$ cat src/rtl/gauge_pkg.sv
package gauge_pkg;

  // Register offsets (byte addresses, one word each)
  localparam logic [7:0] REG_CONFIG = 8'h00;
  localparam logic [7:0] REG_IDLE_THRESH = 8'h04;
  localparam logic [7:0] REG_WAIT_TIME = 8'h08;
  localparam logic [7:0] REG_CONTROL = 8'h0C;
  localparam logic [7:0] REG_PROT_VOLT = 8'h10;
  localparam logic [7:0] REG_PROT_CURR = 8'h14;
  localparam logic [7:0] REG_SWITCH_TEST = 8'h18;
  localparam logic [7:0] REG_STATUS = 8'h1C;
  localparam logic [7:0] REG_THRESH_OUT = 8'h20;
  localparam logic [7:0] REG_FLASH_ADDR = 8'h24;
  localparam logic [7:0] REG_FLASH_DATA = 8'h28;

  // Switch test command codes
  localparam logic [7:0] SWITCH_TEST_CMD_LO = 8'h74;
  localparam logic [7:0] SWITCH_TEST_CMD_HI = 8'h75;

  // Field positions
  localparam int CFG_IDLE_EN_BIT = 0;
  localparam int CTL_DEEP_REQ_BIT = 0;
  localparam int CTL_FW_CHG_OFF_BIT = 1;
  localparam int CTL_FW_DSG_OFF_BIT = 2;
  localparam int TST_CMD_LSB = 0;
  localparam int TST_CHG_BIT = 8;
  localparam int TST_DSG_BIT = 9;
  localparam int OC_CHG_LSB = 0;
  localparam int OC_DSG_LSB = 2;
  localparam int OC_SHORT_BIT = 5;
  localparam int FLASH_BLOCK_BIT = 5;

  // Reset values
  localparam logic [2:0] VOLT_FIELD_RESET = 3'h7;
  localparam logic [5:0] CURR_PARAM_RESET = 6'h0A;
  localparam logic CONFIG_RESET = 1'b1;
  localparam logic [15:0] IDLE_THRESH_RESET = 16'h000A;
  localparam logic [15:0] WAIT_TIME_RESET = 16'h0000;

  // Flash geometry
  localparam int FLASH_BYTES = 64;
  localparam int FLASH_BLOCK_BYTES = 32;

  // Timing
  localparam int CLK_MHZ = 125;
  localparam int STRETCH_MAX_US = 4000;
  localparam int STRETCH_CYCLES = STRETCH_MAX_US * CLK_MHZ;
  localparam int CALIB_CYCLES = 16;

  typedef enum logic [4:0] {
    ST_NORMAL = 5'h01,
    ST_CALIB = 5'h02,
    ST_IDLE = 5'h04,
    ST_DEEP = 5'h08,
    ST_WAKE = 5'h10
  } power_state_e;

endpackage : gauge_pkg

$ cat src/rtl/gauge_power_fet.sv
`timescale 1ns/1ps
// What this block does
// - Normal mode is default; it measures and refreshes data on every tick.
// - Idle entered only if idle enabled and mean current below threshold.
// - Offset calibration runs after idle qualifies, before idle begins.
// - Leave idle when mean current rises above threshold or wake detector fires.
// - Idle and deep idle measure only periodically at a slower rate.
// - Deep idle turns the high-frequency oscillator off.
// - Deep idle flag with zero wait time enters deep idle once idle.
// - Nonzero wait time enters deep idle when idle countdown reaches zero.
// - Host activity or idle exit conditions leave deep idle.
// - In deep idle, comm line may be held low up to 4 ms.
// - Drive charge and discharge switches, each through its own doubler.
// - Hardware fault, or firmware fault outside switch test, turns the relevant switch off.
// - Switch turns back on once its fault clears.
// - Switch-test command 0x74/0x75 lets test drive switches manually.
// - Protector thresholds decoded from three configuration fields by lookup tables.
// - 64 bytes user storage as two 32-byte blocks.
// - Voltage field selects 4.275 V to 4.450 V, 25 mV steps, default 111.
// - Charge current field selects 6, 13, 18, 28 mV, default 10.
// - Short circuit field selects 73 mV or 148 mV, default 0.
// - Firmware overrides only force switches off; hardware fault has final say.
module gauge_power_fet
  import gauge_pkg::*;
#(
  parameter int SLOW_DIV = 64,
  parameter int STRETCH_LEN = STRETCH_CYCLES
) (
  input wire logic clk,
  input wire logic rst,
  input wire logic [7:0] addr,
  input wire logic [31:0] wrData,
  input wire logic wrStrobe,
  input wire logic rdStrobe,
  output logic [31:0] rdData,
  input wire logic [15:0] meanCurrent,
  input wire logic wakeDetect,
  input wire logic hostActivity,
  input wire logic hostDataLowNeeded,
  input wire logic hwChgFault,
  input wire logic hwDsgFault,
  input wire logic fwChgFault,
  input wire logic fwDsgFault,
  input wire logic calibDone,
  input wire logic tick,
  output logic measureStrobe,
  output logic calibStart,
  output logic hfOscOn,
  output logic commHoldLow,
  output logic chgDoublerOn,
  output logic dsgDoublerOn,
  output logic [1:0] powerMode
);

  initial begin
    if (SLOW_DIV < 2 || SLOW_DIV > 65535) $error("SLOW_DIV out of range");
    if (STRETCH_LEN < 1) $error("STRETCH_LEN out of range");
  end

  ////////////////////////////////////////////////////////////////////////////
  // Registers
  logic idleEnable;
  logic [15:0] idleThresh;
  logic [15:0] waitTime;
  logic deepFlag;
  logic fwChgOff;
  logic fwDsgOff;
  logic [2:0] voltField;
  logic [5:0] currParam;
  logic testActive;
  logic testChg;
  logic testDsg;
  logic [5:0] flashAddr;
  logic [7:0] flashMem [FLASH_BYTES];
  power_state_e state;
  logic [15:0] countdown;
  logic [12:0] cellHighMv;
  logic [7:0] chgLimitMv;
  logic [7:0] shortLimitMv;

  logic wrHit;
  assign wrHit = wrStrobe;

  always_ff @(posedge clk) begin
    if (rst) begin
      idleEnable <= CONFIG_RESET;
      idleThresh <= IDLE_THRESH_RESET;
      waitTime <= WAIT_TIME_RESET;
      voltField <= VOLT_FIELD_RESET;
      currParam <= CURR_PARAM_RESET;
      flashAddr <= 6'h00;
    end else if (wrHit) begin
      case (addr)
        REG_CONFIG: idleEnable <= wrData[CFG_IDLE_EN_BIT];
        REG_IDLE_THRESH: idleThresh <= wrData[15:0];
        REG_WAIT_TIME: waitTime <= wrData[15:0];
        REG_PROT_VOLT: voltField <= wrData[2:0];
        REG_PROT_CURR: currParam <= wrData[5:0];
        REG_FLASH_ADDR: flashAddr <= wrData[5:0];
        default: ;
      endcase
    end
  end

  // Firmware overrides: they can only force switches off
  always_ff @(posedge clk) begin
    if (rst) begin
      fwChgOff <= 1'b0;
      fwDsgOff <= 1'b0;
    end else if (wrHit && addr == REG_CONTROL) begin
      fwChgOff <= wrData[CTL_FW_CHG_OFF_BIT];
      fwDsgOff <= wrData[CTL_FW_DSG_OFF_BIT];
    end
  end

  // Deep idle request flag: set by command, cleared by host activity wake
  always_ff @(posedge clk) begin
    if (rst) begin
      deepFlag <= 1'b0;
    end else if (wrHit && addr == REG_CONTROL && wrData[CTL_DEEP_REQ_BIT]) begin
      deepFlag <= 1'b1;
    end else if (state == ST_DEEP && hostActivity) begin
      deepFlag <= 1'b0;
    end
  end

  // Switch-test command: low byte must be one of the command codes
  always_ff @(posedge clk) begin
    if (rst) begin
      testActive <= 1'b0;
      testChg <= 1'b0;
      testDsg <= 1'b0;
    end else if (wrHit && addr == REG_SWITCH_TEST) begin
      testActive <= wrData[TST_CMD_LSB +: 8] == SWITCH_TEST_CMD_LO
        || wrData[TST_CMD_LSB +: 8] == SWITCH_TEST_CMD_HI;
      testChg <= wrData[TST_CHG_BIT];
      testDsg <= wrData[TST_DSG_BIT];
    end
  end

  // User storage, two 32-byte blocks selected by address bit 5
  always_ff @(posedge clk) begin
    if (wrHit && addr == REG_FLASH_DATA) begin
      flashMem[flashAddr] <= wrData[7:0];
    end
  end

  threshold_lut lut (
    .voltField(voltField),
    .chgField(currParam[OC_CHG_LSB +: 2]),
    .shortField(currParam[OC_SHORT_BIT]),
    .cellHighMv(cellHighMv),
    .chgLimitMv(chgLimitMv),
    .shortLimitMv(shortLimitMv)
  );

  always_ff @(posedge clk) begin
    if (rst) begin
      rdData <= 32'h0000_0000;
    end else if (rdStrobe) begin
      case (addr)
        REG_CONFIG: rdData <= {31'h0, idleEnable};
        REG_IDLE_THRESH: rdData <= {16'h0, idleThresh};
        REG_WAIT_TIME: rdData <= {16'h0, waitTime};
        REG_CONTROL: rdData <= {29'h0, fwDsgOff, fwChgOff, deepFlag};
        REG_PROT_VOLT: rdData <= {29'h0, voltField};
        REG_PROT_CURR: rdData <= {26'h0, currParam};
        REG_SWITCH_TEST: rdData <= {22'h0, testDsg, testChg, testActive ? SWITCH_TEST_CMD_LO : 8'h00};
        REG_STATUS: rdData <= {11'h0, countdown, state};
        REG_THRESH_OUT: rdData <= {3'h0, cellHighMv, chgLimitMv, shortLimitMv};
        REG_FLASH_ADDR: rdData <= {26'h0, flashAddr};
        REG_FLASH_DATA: rdData <= {24'h0, flashMem[flashAddr]};
        default: rdData <= 32'h0000_0000;
      endcase
    end else begin
      rdData <= 32'h0000_0000;
    end
  end

  ////////////////////////////////////////////////////////////////////////////
  // Power mode sequencer
  logic idleQualified;
  logic idleBroken;
  assign idleQualified = idleEnable && meanCurrent < idleThresh;
  assign idleBroken = meanCurrent > idleThresh || wakeDetect;

  always_ff @(posedge clk) begin
    if (rst) begin
      state <= ST_NORMAL;
    end else begin
      case (state)
        ST_NORMAL: if (idleQualified) begin
          state <= ST_CALIB;
        end
        ST_CALIB: if (!idleQualified) begin
          state <= ST_NORMAL;
        end else if (calibDone) begin
          state <= ST_IDLE;
        end
        ST_IDLE: if (idleBroken) begin
          state <= ST_WAKE;
        end else if (deepFlag && waitTime == 16'h0) begin
          state <= ST_DEEP;
        end else if (waitTime != 16'h0 && countdown == 16'h0) begin
          state <= ST_DEEP;
        end
        ST_DEEP: if (hostActivity || idleBroken) begin
          state <= ST_WAKE;
        end
        ST_WAKE: state <= ST_NORMAL;
        default: state <= ST_NORMAL;
      endcase
    end
  end

  // Countdown on every tick while idle
  always_ff @(posedge clk) begin
    if (rst) begin
      countdown <= 16'h0;
    end else if (state == ST_CALIB && calibDone) begin
      countdown <= waitTime;
    end else if (state != ST_IDLE && state != ST_DEEP) begin
      countdown <= 16'h0;
    end else if (state == ST_IDLE && tick && countdown != 16'h0) begin
      countdown <= countdown - 16'h1;
    end
  end

  // Measurement pacing
  logic [15:0] slowCnt;
  always_ff @(posedge clk) begin
    if (rst) begin
      slowCnt <= 16'h0;
    end else if (state == ST_IDLE || state == ST_DEEP) begin
      slowCnt <= (slowCnt == 16'(SLOW_DIV - 1)) ? 16'h0 : slowCnt + 16'h1;
    end else begin
      slowCnt <= 16'h0;
    end
  end

  always_ff @(posedge clk) begin
    if (rst) begin
      measureStrobe <= 1'b0;
    end else begin
      case (state)
        ST_NORMAL, ST_WAKE: measureStrobe <= tick;
        ST_IDLE, ST_DEEP: measureStrobe <= tick && slowCnt == 16'h0;
        default: measureStrobe <= 1'b0;
      endcase
    end
  end

  always_ff @(posedge clk) begin
    if (rst) begin
      calibStart <= 1'b0;
      hfOscOn <= 1'b1;
      powerMode <= 2'h0;
    end else begin
      calibStart <= state == ST_NORMAL && idleQualified;
      hfOscOn <= !(state == ST_DEEP);
      powerMode <= state == ST_DEEP ? 2'h2 : (state == ST_IDLE ? 2'h1 : 2'h0);
    end
  end

  // Communication stretch, bounded to the maximum hold time
  logic [31:0] holdCnt;
  always_ff @(posedge clk) begin
    if (rst) begin
      holdCnt <= 32'h0;
      commHoldLow <= 1'b0;
    end else if (state == ST_DEEP && hostDataLowNeeded && holdCnt < 32'(STRETCH_LEN)) begin
      holdCnt <= holdCnt + 32'h1;
      commHoldLow <= 1'b1;
    end else begin
      if (!hostDataLowNeeded) begin
        holdCnt <= 32'h0;
      end
      commHoldLow <= 1'b0;
    end
  end

  ////////////////////////////////////////////////////////////////////////////
  // Switch drive: hardware fault overrides everything
  always_ff @(posedge clk) begin
    if (rst) begin
      chgDoublerOn <= 1'b0;
      dsgDoublerOn <= 1'b0;
    end else begin
      chgDoublerOn <= !hwChgFault && (testActive ? testChg : !(fwChgFault || fwChgOff));
      dsgDoublerOn <= !hwDsgFault && (testActive ? testDsg : !(fwDsgFault || fwDsgOff));
    end
  end

endmodule : gauge_power_fet

$ cat src/rtl/threshold_lut.sv
`timescale 1ns/1ps
// Decodes protector configuration fields to thresholds (mV)
module threshold_lut
  import gauge_pkg::*;
(
  input wire logic [2:0] voltField,
  input wire logic [1:0] chgField,
  input wire logic shortField,
  output logic [12:0] cellHighMv,
  output logic [7:0] chgLimitMv,
  output logic [7:0] shortLimitMv
);

  always_comb begin
    cellHighMv = 13'(4275 + 25 * int'(voltField));
    case (chgField)
      2'h0: chgLimitMv = 8'h06;
      2'h1: chgLimitMv = 8'h0D;
      2'h2: chgLimitMv = 8'h12;
      default: chgLimitMv = 8'h1C;
    endcase
    shortLimitMv = shortField ? 8'h94 : 8'h49;
  end

endmodule : threshold_lut

$ cat config.mk
export PLATFORM = sky130hd
export DESIGN_NAME = gauge_power_fet
export DESIGN_NICKNAME = d
export VERILOG_FILES = /design/src/rtl/gauge_pkg.sv /design/src/rtl/gauge_power_fet.sv /design/src/rtl/threshold_lut.sv
export SDC_FILE = /design/constraint.sdc
export NUM_CORES = 1
export LEC_CHECK = 0
export BUFFER_PORTS_ARGS = -buffer_cell sky130_fd_sc_hd__buf_4
export CAP_MARGIN = 25
export CORE_MARGIN = 10
export CORE_UTILIZATION = 60
export DETAILED_ROUTE_END_ITERATION = 16
export GPL_ROUTABILITY_DRIVEN = 0
export HOLD_SLACK_MARGIN = 0.05
export PLACE_DENSITY = 0.78
export SLEW_MARGIN = 15
export SYNTH_ARGS = -nofsm -noshare
export SYNTH_HDL_FRONTEND = slang
export SYNTH_SLANG_ARGS = --single-unit
export TNS_END_PERCENT = 30
$ cat constraint.sdc
create_clock -name clk -period 5.2 [get_ports clk]
set_input_delay 1.3 -clock clk [delete_from_list [all_inputs] [get_ports clk]]
set_output_delay 1.3 -clock clk [all_outputs]
set_load 0.005 [all_outputs]
==> Word-level counts from Yosys, hierarchy flattened <==
Memory sizes are Yosys's and may differ from the RTL's. A register that Yosys moved wholly into a read port is not among the register bits.
Index checks and enable logic that the tools add are counted.
{ "word_totals": {"reg_bits": 163, "latchBits": 0, "mem_bits_rw": 512, "mem_bits_ro": 0, "input_bits": 69, "out_inout_bits": 40, "wordCells": 142, "n_memories": 1} }
{ "memory_table": {"columns": ["name", "depth", "width", "rd", "rd_clocked_by_memory_dff", "wr", "line", "text"], "rows": [
  ["flashMem", 64, 8, 1, 1, 1, "gauge_power_fet.sv:74", "logic [7:0] flashMem [FLASH_BYTES];"]
]} }
{ "classes": {"n_addsub": 4, "mul": 1, "n_div": 0, "order_cmp": 3, "n_eq_ne": 27, "shifts": 0, "mux": 29, "n_bitwise": 2, "n_reduce_logical": 50} }
{ "op_table": {"columns": ["op", "count"], "rows": [
  ["29-bit case mux with 11 select lines", 1],
  ["32-bit 2-to-1 mux", 2],
  ["16-bit zero test", 3],
  ["16-bit 2-to-1 mux", 3],
  ["5-bit 2-to-1 mux", 7],
  ["32-bit by 1-bit adder with 32-bit output (second input constant)", 1],
  ["8-bit by 5-bit equality test with 1-bit output (second input constant)", 4],
  ["32-bit by 19-bit < comparator with 1-bit output (second input constant)", 1],
  ["16-bit nonzero test", 2],
  ["8-bit by 6-bit equality test with 1-bit output (second input constant)", 3],
  ["5-bit case mux with 4 select lines", 1],
  ["1-bit logical AND", 18],
  ["16-bit by 1-bit adder with 16-bit output (second input constant)", 1],
  ["16-bit by 6-bit equality test with 1-bit output (second input constant)", 1],
  ["8-bit by 4-bit equality test with 1-bit output (second input constant)", 2],
  ["8-bit by 7-bit equality test with 1-bit output (second input constant)", 2],
  ["16-bit > comparator", 1],
  ["16-bit < comparator", 1],
  ["16-bit by 1-bit subtractor with 16-bit output (second input constant)", 1],
  ["5-bit case mux with 3 select lines", 1],
  ["13-bit adder (first input constant)", 1],
  ["6-bit 2-to-1 mux", 2],
  ["2-bit AND reduction", 6],
  ["8-bit by 3-bit equality test with 1-bit output (second input constant)", 1],
  ["29 further kinds", 50]
]} }

==> Longest topological paths before layout <==
Gate-level depths: netlist of the first run.
{ "logic_depth": {"ltp_word": 6, "depth_mapped": 9} }

==> Modules after synthesis <==
A second synthesis of the first run with hierarchy kept.
{ "unflattened": {"cells_unflattened": 1877, "hier_area_um2": 27991.8} }
{ "modules_own_cells": {"columns": ["module", "instances", "cells_per_inst", "area_per_inst_um2", "seq_area_each_um2"], "rows": [
  ["gauge_power_fet", 1, 1815, 27541.4, 18697.9],
  ["threshold_lut", 1, 62, 450.4, 0.0]
]} }

==> Least setup slack after synthesis of the first run <==
Ideal clock, no wire load.
{ "synth_path": {"kind": "input-to-reg", "start": "in addr[4]", "end": "mem flashMem[56][0], enable pin", "setup_time_ns": 0.370, "t_arrival_ns": 3.160, "setup_slack_ns": 1.670, "cell_stages": 7, "n_path_buf": 1, "path_cell_list": "or4b_2 -> clkbuf_1 -> nor2_1 -> nand2_1 -> nor2_2 -> nand2_1 -> nor2_1"} }
{ "synth_between": {"elab_chain_len": 4} }
{ "synth_lines": {"columns": ["element", "line", "text"], "rows": [
  ["start, declared", "gauge_power_fet.sv:31", "input wire logic [7:0] addr,"],
  ["8-bit by 6-bit equality test with 1-bit output", "gauge_power_fet.sv:143", "if (wrHit && addr == REG_FLASH_DATA) begin"],
  ["1-bit logical AND", "gauge_power_fet.sv:143", null],
  ["1-bit 2-to-1 mux", "gauge_power_fet.sv:143", null],
  ["1-bit 2-to-1 mux (implied by the code)", "gauge_power_fet.sv:144", "flashMem[flashAddr] <= wrData[7:0];"],
  ["end, declared", "gauge_power_fet.sv:74", null]
]} }
No other way between the ends.

==> Worst setup path in the final report of the first run <==
{ "layout_path": {"start": "in addr[4]", "end": "mem flashMem[29][2], enable pin"} }
Same word-level chain as after synthesis.

==> out/results.ini, run 1 <==
[floorplanning]
dieArea_mm2 = 0.0550
die_y_um = 234
initial_core_util = 0.607
io_pins = 109
fp.dieW_um = 234
core_area_mm2 = 0.0455
placementRows = 78

[synthesis]
yosys_most_used_dff = edfxtp_1
syn_area_per_cell_um2 = 14.9
syn_inst = 1849
ys_ff_latch = 675
synth_area_mm2 = 0.0276
async_reset_ff_frac = 0
synthDistinctLibCells = 74
synth_enable_flop_cells = 512
seq_area_frac_synth = 0.675
ys_warn_count = 0

[worst_hold_path]
min_path_type = reg2reg

[route]
drt_iter0_drc = 2301
wirelength_um = 67800
via_per_inst = 6.56
wire_per_inst_um = 25.9
detail-route-antenna-nets = 0
drtPass1Iterations = 6
vias = 17200
route.detailed.drc = 0

[sta]
min_period_ns = 4.06
slew_headroom = 0.329
rsz0062_at_grt = false
slew_violations = 0
finalSetupTns_ns = 0
finalHoldViolCount = 0
fin_crit_sh = 0.781
fin_skew_ns = 0.0171
hold_ws_ns = 0.458
setup-violations-final = 0
tightest_slew_ns = 1.00
fmax_mhz = 246

[global_routing]
grt_pass1_wl_um = 103000
grt_max_degree = 82
grt-ovfl-total = 0
antenna_found_initial = 1
track_usage = 0.247
grt_pass1_vias = 16900

[worst_setup_path]
critPathArrivalTime_ns = 4.29
worstSetupPathType = in2reg
endpoint_kind = register
crit_fanout = 8
regToRegSetupSlack_ns = 2.09
setup.worst_path.start_class = input pin
worstPathRequired_ns = 5.43

[cts]
cts-buffers-inserted = 68
clockBufferDepth = 3
post_cts_buffers = 0
cts_hold_buf = 0
cts_max_level = 3
cts_num_sinks = 675
cts_root_buf = clkbuf_16
clk_pin_slew_ns = 0.06
clk_latency_ns = 0.61
tritoncts = done
cts.repair.resized = 0

[pwr]
p_per_area_mw_per_mm2 = 345
peakVddDrop_v = 0.000507
p_leak_uw = 0.0100
total_power_uw = 10800

[status]
status = complete, no violations

[run]
cap_violations = 0

[layout]
fin_util = 0.687
drive_gt1_frac = 0.201
area_growth_pct = 13.1
finalNetCount = 2064
antenna_cells = 0
stdcell_area_mm2 = 0.0312

[placement]
hpwl_um = 41800
post_dp_cell_area_mm2 = 0.0290
portBuffers = 86

stage by stage:
stage          setup WS (ns)  std cells
5_1_grt                 1.18       2619
4_1_cts                 1.30       2616
3_5_place_dp           0.665       2494
2_1_floorplan           1.67       1854
3_3_place_gp           0.790       2494
6_report                1.14       2619
final cells by class:
type                            count  area, µm²
Clock inverter                     36        318
Inverter                           37        139
Timing Repair Buffer              145       1140
Tap cell                          600        751
Multi-Input combinational cell   1040       8370
Sequential cell                   675      18600
Fill cell                        2971      14200
Clock buffer                       86       1860
flip-flops by register name, indices dropped and copies added, names as in the netlist, 2 cells and up, named ones only:
signal	count
countdown	16
currParam	6
flashAddr	6
flashMem	512
holdCnt	32
idleThresh	16
powerMode	2
rdData	26
slowCnt	16
state	5
voltField	3
waitTime	16
synthesized netlist by cell type, types with 17 or more instances:
| cell type | instances | area share |
|---|---|---|
| a21oi_1 | 114 | 0.021 |
| a22oi_1 | 34 | 0.0092 |
| a31oi_1 | 17 | 0.0039 |
| buf_2 | 27 | 0.0049 |
| clkbuf_1 | 50 | 0.0068 |
| dfxtp_1 | 163 | 0.12 |
| edfxtp_1 | 512 | 0.56 |
| ha_1 | 28 | 0.013 |
| inv_1 | 37 | 0.0050 |
| mux2i_1 | 30 | 0.011 |
| mux4_2 | 131 | 0.11 |
| nand2_1 | 124 | 0.017 |
| nand3_1 | 64 | 0.012 |
| nand4_1 | 18 | 0.0041 |
| nor2_1 | 155 | 0.021 |
| nor3_1 | 41 | 0.0074 |
| o21ai_0 | 18 | 0.0033 |
cells in the final DEF, fill, tap and decap left out, drive strengths merged, types with 26 or more instances in the layout:
master	instances
clkbuf	86
mux2i	30
nor2	158
nand3	65
nor3	41
a21oi	114
inv	39
a22oi	34
buf	145
nand2	124
dfxtp	163
edfxtp	512
ha	28
clkinv	26
mux4	131
logic make-up after synthesis:
family,share of synthesized area
compound gates,0.0679
xor+xnor,0.00825
fa+ha+maj,0.0127
buf+inv,0.0226
flops,0.675
mux,0.118
other cells,0.000136
simple gates,0.0951
final timing paths:
path | startpoint | endpoint | cells after the start
hold reg to reg | currParam[4] | currParam[4] | 2
setup / recovery | addr[4] | flashMem[29][2] | 7
hold / removal | currParam[4] | currParam[4] | 2
setup reg to reg | register | rdData[7] | 6
per-layer routing:
layer	GRT usage	vias up	wire, µm
met1	0.329	8536	25700
met2	0.391	1012	32100
met4	0.0907	0	2570
met3	0.0609	183	7460
met5	0	-	0
li1	-	7457	-
worst max-delay path, stage by stage:
cell and delay [ns]:
buf_4 0.12, or4b_2 0.78, nor2_1 0.45, nand3_1 0.16, inv_1 0.14, nand3b_1 0.51, nor2_1 0.82
where the power goes:
group / internal, µW / switching [µW]
combinational: 50.3 / 141
clock: 2750 / 2030
sequential: 5790 / 4.32
total: 8590 / 2170
Note: power is estimated with default switching activity, not from simulation.
==> run 2: changes to the inputs <==
--- a/config.mk
+++ b/config.mk
@@ -8,11 +8,11 @@
 export BUFFER_PORTS_ARGS = -buffer_cell sky130_fd_sc_hd__buf_4
 export CAP_MARGIN = 25
 export CORE_MARGIN = 10
-export CORE_UTILIZATION = 60
+export CORE_UTILIZATION = 56
 export DETAILED_ROUTE_END_ITERATION = 16
 export GPL_ROUTABILITY_DRIVEN = 0
 export HOLD_SLACK_MARGIN = 0.05
-export PLACE_DENSITY = 0.78
+export PLACE_DENSITY = 0.76
 export SLEW_MARGIN = 15
 export SYNTH_ARGS = -nofsm -noshare
 export SYNTH_HDL_FRONTEND = slang
==> constraint.sdc (replaced) <==
create_clock -name clk -period 3.45 [get_ports clk]
set_input_delay 0.8625 -clock clk [delete_from_list [all_inputs] [get_ports clk]]
set_output_delay 0.8625 -clock clk [all_outputs]
set_load 0.005 [all_outputs]
==> out/results.ini, run 2 (synthesis results as in run 1) <==
[status]
status = complete, no violations  ; unchanged

[layout]
finalNetCount = 2146  ; was 2064
antenna_cells = 0  ; unchanged
area_growth_pct = 15.2  ; was 13.1%
final_common_cell = edfxtp_1  ; unchanged
drive_gt1_frac = 0.229  ; was 0.201
largest-register = flashMem  ; unchanged
largest_reg_flops = 512  ; unchanged
final_cell_mix = edfxtp_1, buf_4, dfxtp_1, nor2_1, mux4_2  ; was edfxtp_1, dfxtp_1, nor2_1, buf_4, mux4_2
fill_cells = 3365  ; was 2971
reg_top3 = flashMem x512, holdCnt x32, rdData x26  ; unchanged

[cts]
cts_hold_buf = 0  ; unchanged
clk_pin_slew_ns = 0.06  ; about the same
post_cts_buffers = 0  ; unchanged
cts-buffers-inserted = 67  ; was 68
tritoncts = done  ; unchanged
cts_num_sinks = 675  ; unchanged
cts.repair.resized = 0  ; unchanged
cts_root_buf = clkbuf_16  ; unchanged
clk_latency_ns = 0.60  ; was 0.61 ns
cts_max_level = 3  ; unchanged
clockBufferDepth = 3  ; unchanged

[global_routing]
grt_pass1_vias = 17200  ; was 16900
grt_max_degree = 81  ; was 82
antenna_found_initial = 1  ; unchanged
grt_pass1_wl_um = 105000  ; was 103000 µm
grt-ovfl-total = 0  ; unchanged
track_usage = 0.231  ; was 0.247

[sta]
setup-violations-final = 0  ; unchanged
min_period_ns = 2.85
tightest_slew_ns = 0.913  ; was 1.00 ns
slew_headroom = 0.392  ; was 0.329
rsz0062_at_grt = false  ; unchanged
hold_ws_ns = 0.422  ; was 0.458 ns
finalHoldViolCount = 0  ; unchanged
finalSetupTns_ns = 0  ; unchanged
fin_crit_sh = 0.825
fmax_mhz = 351
slew_violations = 0  ; unchanged
fin_skew_ns = 0.0254  ; was 0.0171 ns

[pwr]
pwr-share-seq = 0.549  ; was 0.539
netSwitchingPower_uw = 3190  ; was 2170 µW
p_leak_uw = 0.0104  ; was 0.0100 µW
peakVddDrop_v = 0.000518  ; was 0.000507 V
p_per_area_mw_per_mm2 = 500  ; was 345 mW/mm²
clkPwrFrac = 0.432  ; was 0.444
combPwrFrac = 0.019  ; was 0.018
p_int_uw = 12700  ; was 8590 µW
swShare = 0.201  ; was 0.202

[worst_setup_path]
regToRegSetupSlack_ns = 0.63  ; was 2.09 ns
cp-endpoint = flashMem[2][0]  ; was flashMem[29][2]
endpoint_kind = register  ; unchanged
ff2ff_path_depth = 7  ; was 6
critPathArrivalTime_ns = 3.16  ; was 4.29 ns
setup.worst_path.start_class = input pin  ; unchanged
worstPathRequired_ns = 3.76  ; was 5.43 ns
r2r-end = rdData[7]  ; unchanged
worstSetupPathType = in2reg  ; unchanged
crit_fanout = 5  ; was 8
critPathLaunch = addr[2]  ; was addr[4]

[floorplanning]
core_area_mm2 = 0.0488  ; was 0.0455 mm²
placementRows = 81  ; was 78
fp.dieW_um = 242  ; was 234 µm
dieArea_mm2 = 0.0586  ; was 0.0550 mm²
io_pins = 109  ; unchanged
initial_core_util = 0.565  ; was 0.607
die_y_um = 242  ; was 234 µm

[placement]
hpwl_um = 43400  ; was 41800 µm
portBuffers = 86  ; unchanged

[route]
drt_iter0_drc = 2478  ; was 2301
vias = 17500  ; was 17200
wirelength_um = 68200  ; was 67800 µm
detail-route-antenna-nets = 0  ; unchanged
drtPass1Iterations = 8  ; was 6
route.detailed.drc = 0  ; unchanged
wire_per_inst_um = 24.7  ; was 25.9 µm
via_per_inst = 6.33  ; was 6.56

[run]
cap_violations = 0  ; unchanged

[worst_hold_path]
min_path_type = in2reg  ; was reg2reg

-- run 2: cell types whose count changed in the layout (fill, tap and decap cells not counted), moves of 2 or more --
cell / previous run / this run
clkbuf_8: 7 / 1
clkinvlp_4: 3 / 1
clkinv_8: 2 / 0
clkinv_2: 11 / 14
clkbuf_1: 10 / 12
buf_4: 141 / 222
buf_12: 2 / 5
clkinv_1: 12 / 16
-- run 2: cell type report --
class / count / area [µm²] / share of cell area
Tap cell: 664 / 831 / 0.0261
Multi-Input combinational cell: 1040 / 8370 / 0.263
Clock buffer: 82 / 1790 / 0.0561
Inverter: 37 / 139 / 0.00437
Clock inverter: 37 / 254 / 0.00799
Sequential cell: 675 / 18600 / 0.586
Timing Repair Buffer: 228 / 1780 / 0.0559
-- run 2: power groups by stage --
stage | Clock (µW) | Sequential, µW | Combinational, µW
floorplan | 0 | 8910 | 91.2
global placement | 0 | 8910 | 279
detailed placement | 0 | 8910 | 293
CTS | 6970 | 8730 | 294
global route | 7280 | 8730 | 323
finish | 6870 | 8730 | 298
-- run 2: how the worst min path moves through the flow --
stage,startpoint,end,slack (ns),depth (start not counted)
global route,hwDsgFault,dsgDoublerOn,0.42,2
detailed placement,currParam[3],currParam[3],0.45,1
floorplan,holdCnt[17],holdCnt[17],0.43,1
CTS,hwChgFault,chgDoublerOn,0.40,2
finish,hwChgFault,chgDoublerOn,0.42,2
global placement,currParam[3],currParam[3],0.44,1
-- run 2: critical path, cell delays in order --
cell and delay [ns]:
buf_4 0.12, or4b_2 0.72, nor2_1 0.37, nand2_1 0.12
nor2_2 0.23, nand3b_2 0.15, buf_4 0.19, nor2_1 0.19
buf_4 0.19
-- run 2: routing by layer --
metal / GRT usage / routed length [µm] / share of wire
met5: 0 / 13 / 0.00019
met4: 0.0816 / 2460 / 0.036
met3: 0.0484 / 7000 / 0.10
met2: 0.364 / 32200 / 0.47
met1: 0.316 / 26600 / 0.39
-- run 2: per-stage QoR --
| stage | power (µW) | cell area, µm² | instances | utilization | worst slack, ns |
|---|---|---|---|---|---|
| after global routing | 16300 | 31800 | 2763 | 0.651 | 0.469 |
| after global placement | 9190 | 29700 | 2641 | 0.609 | 0.112 |
| after floorplan | 9000 | 27600 | 1854 | - | 0.357 |
| after CTS | 16000 | 31800 | 2761 | 0.651 | 0.624 |
| after detailed placement | 9200 | 29800 | 2642 | 0.609 | 0.0590 |
| final | 15900 | 31800 | 2763 | 0.651 | 0.603 |
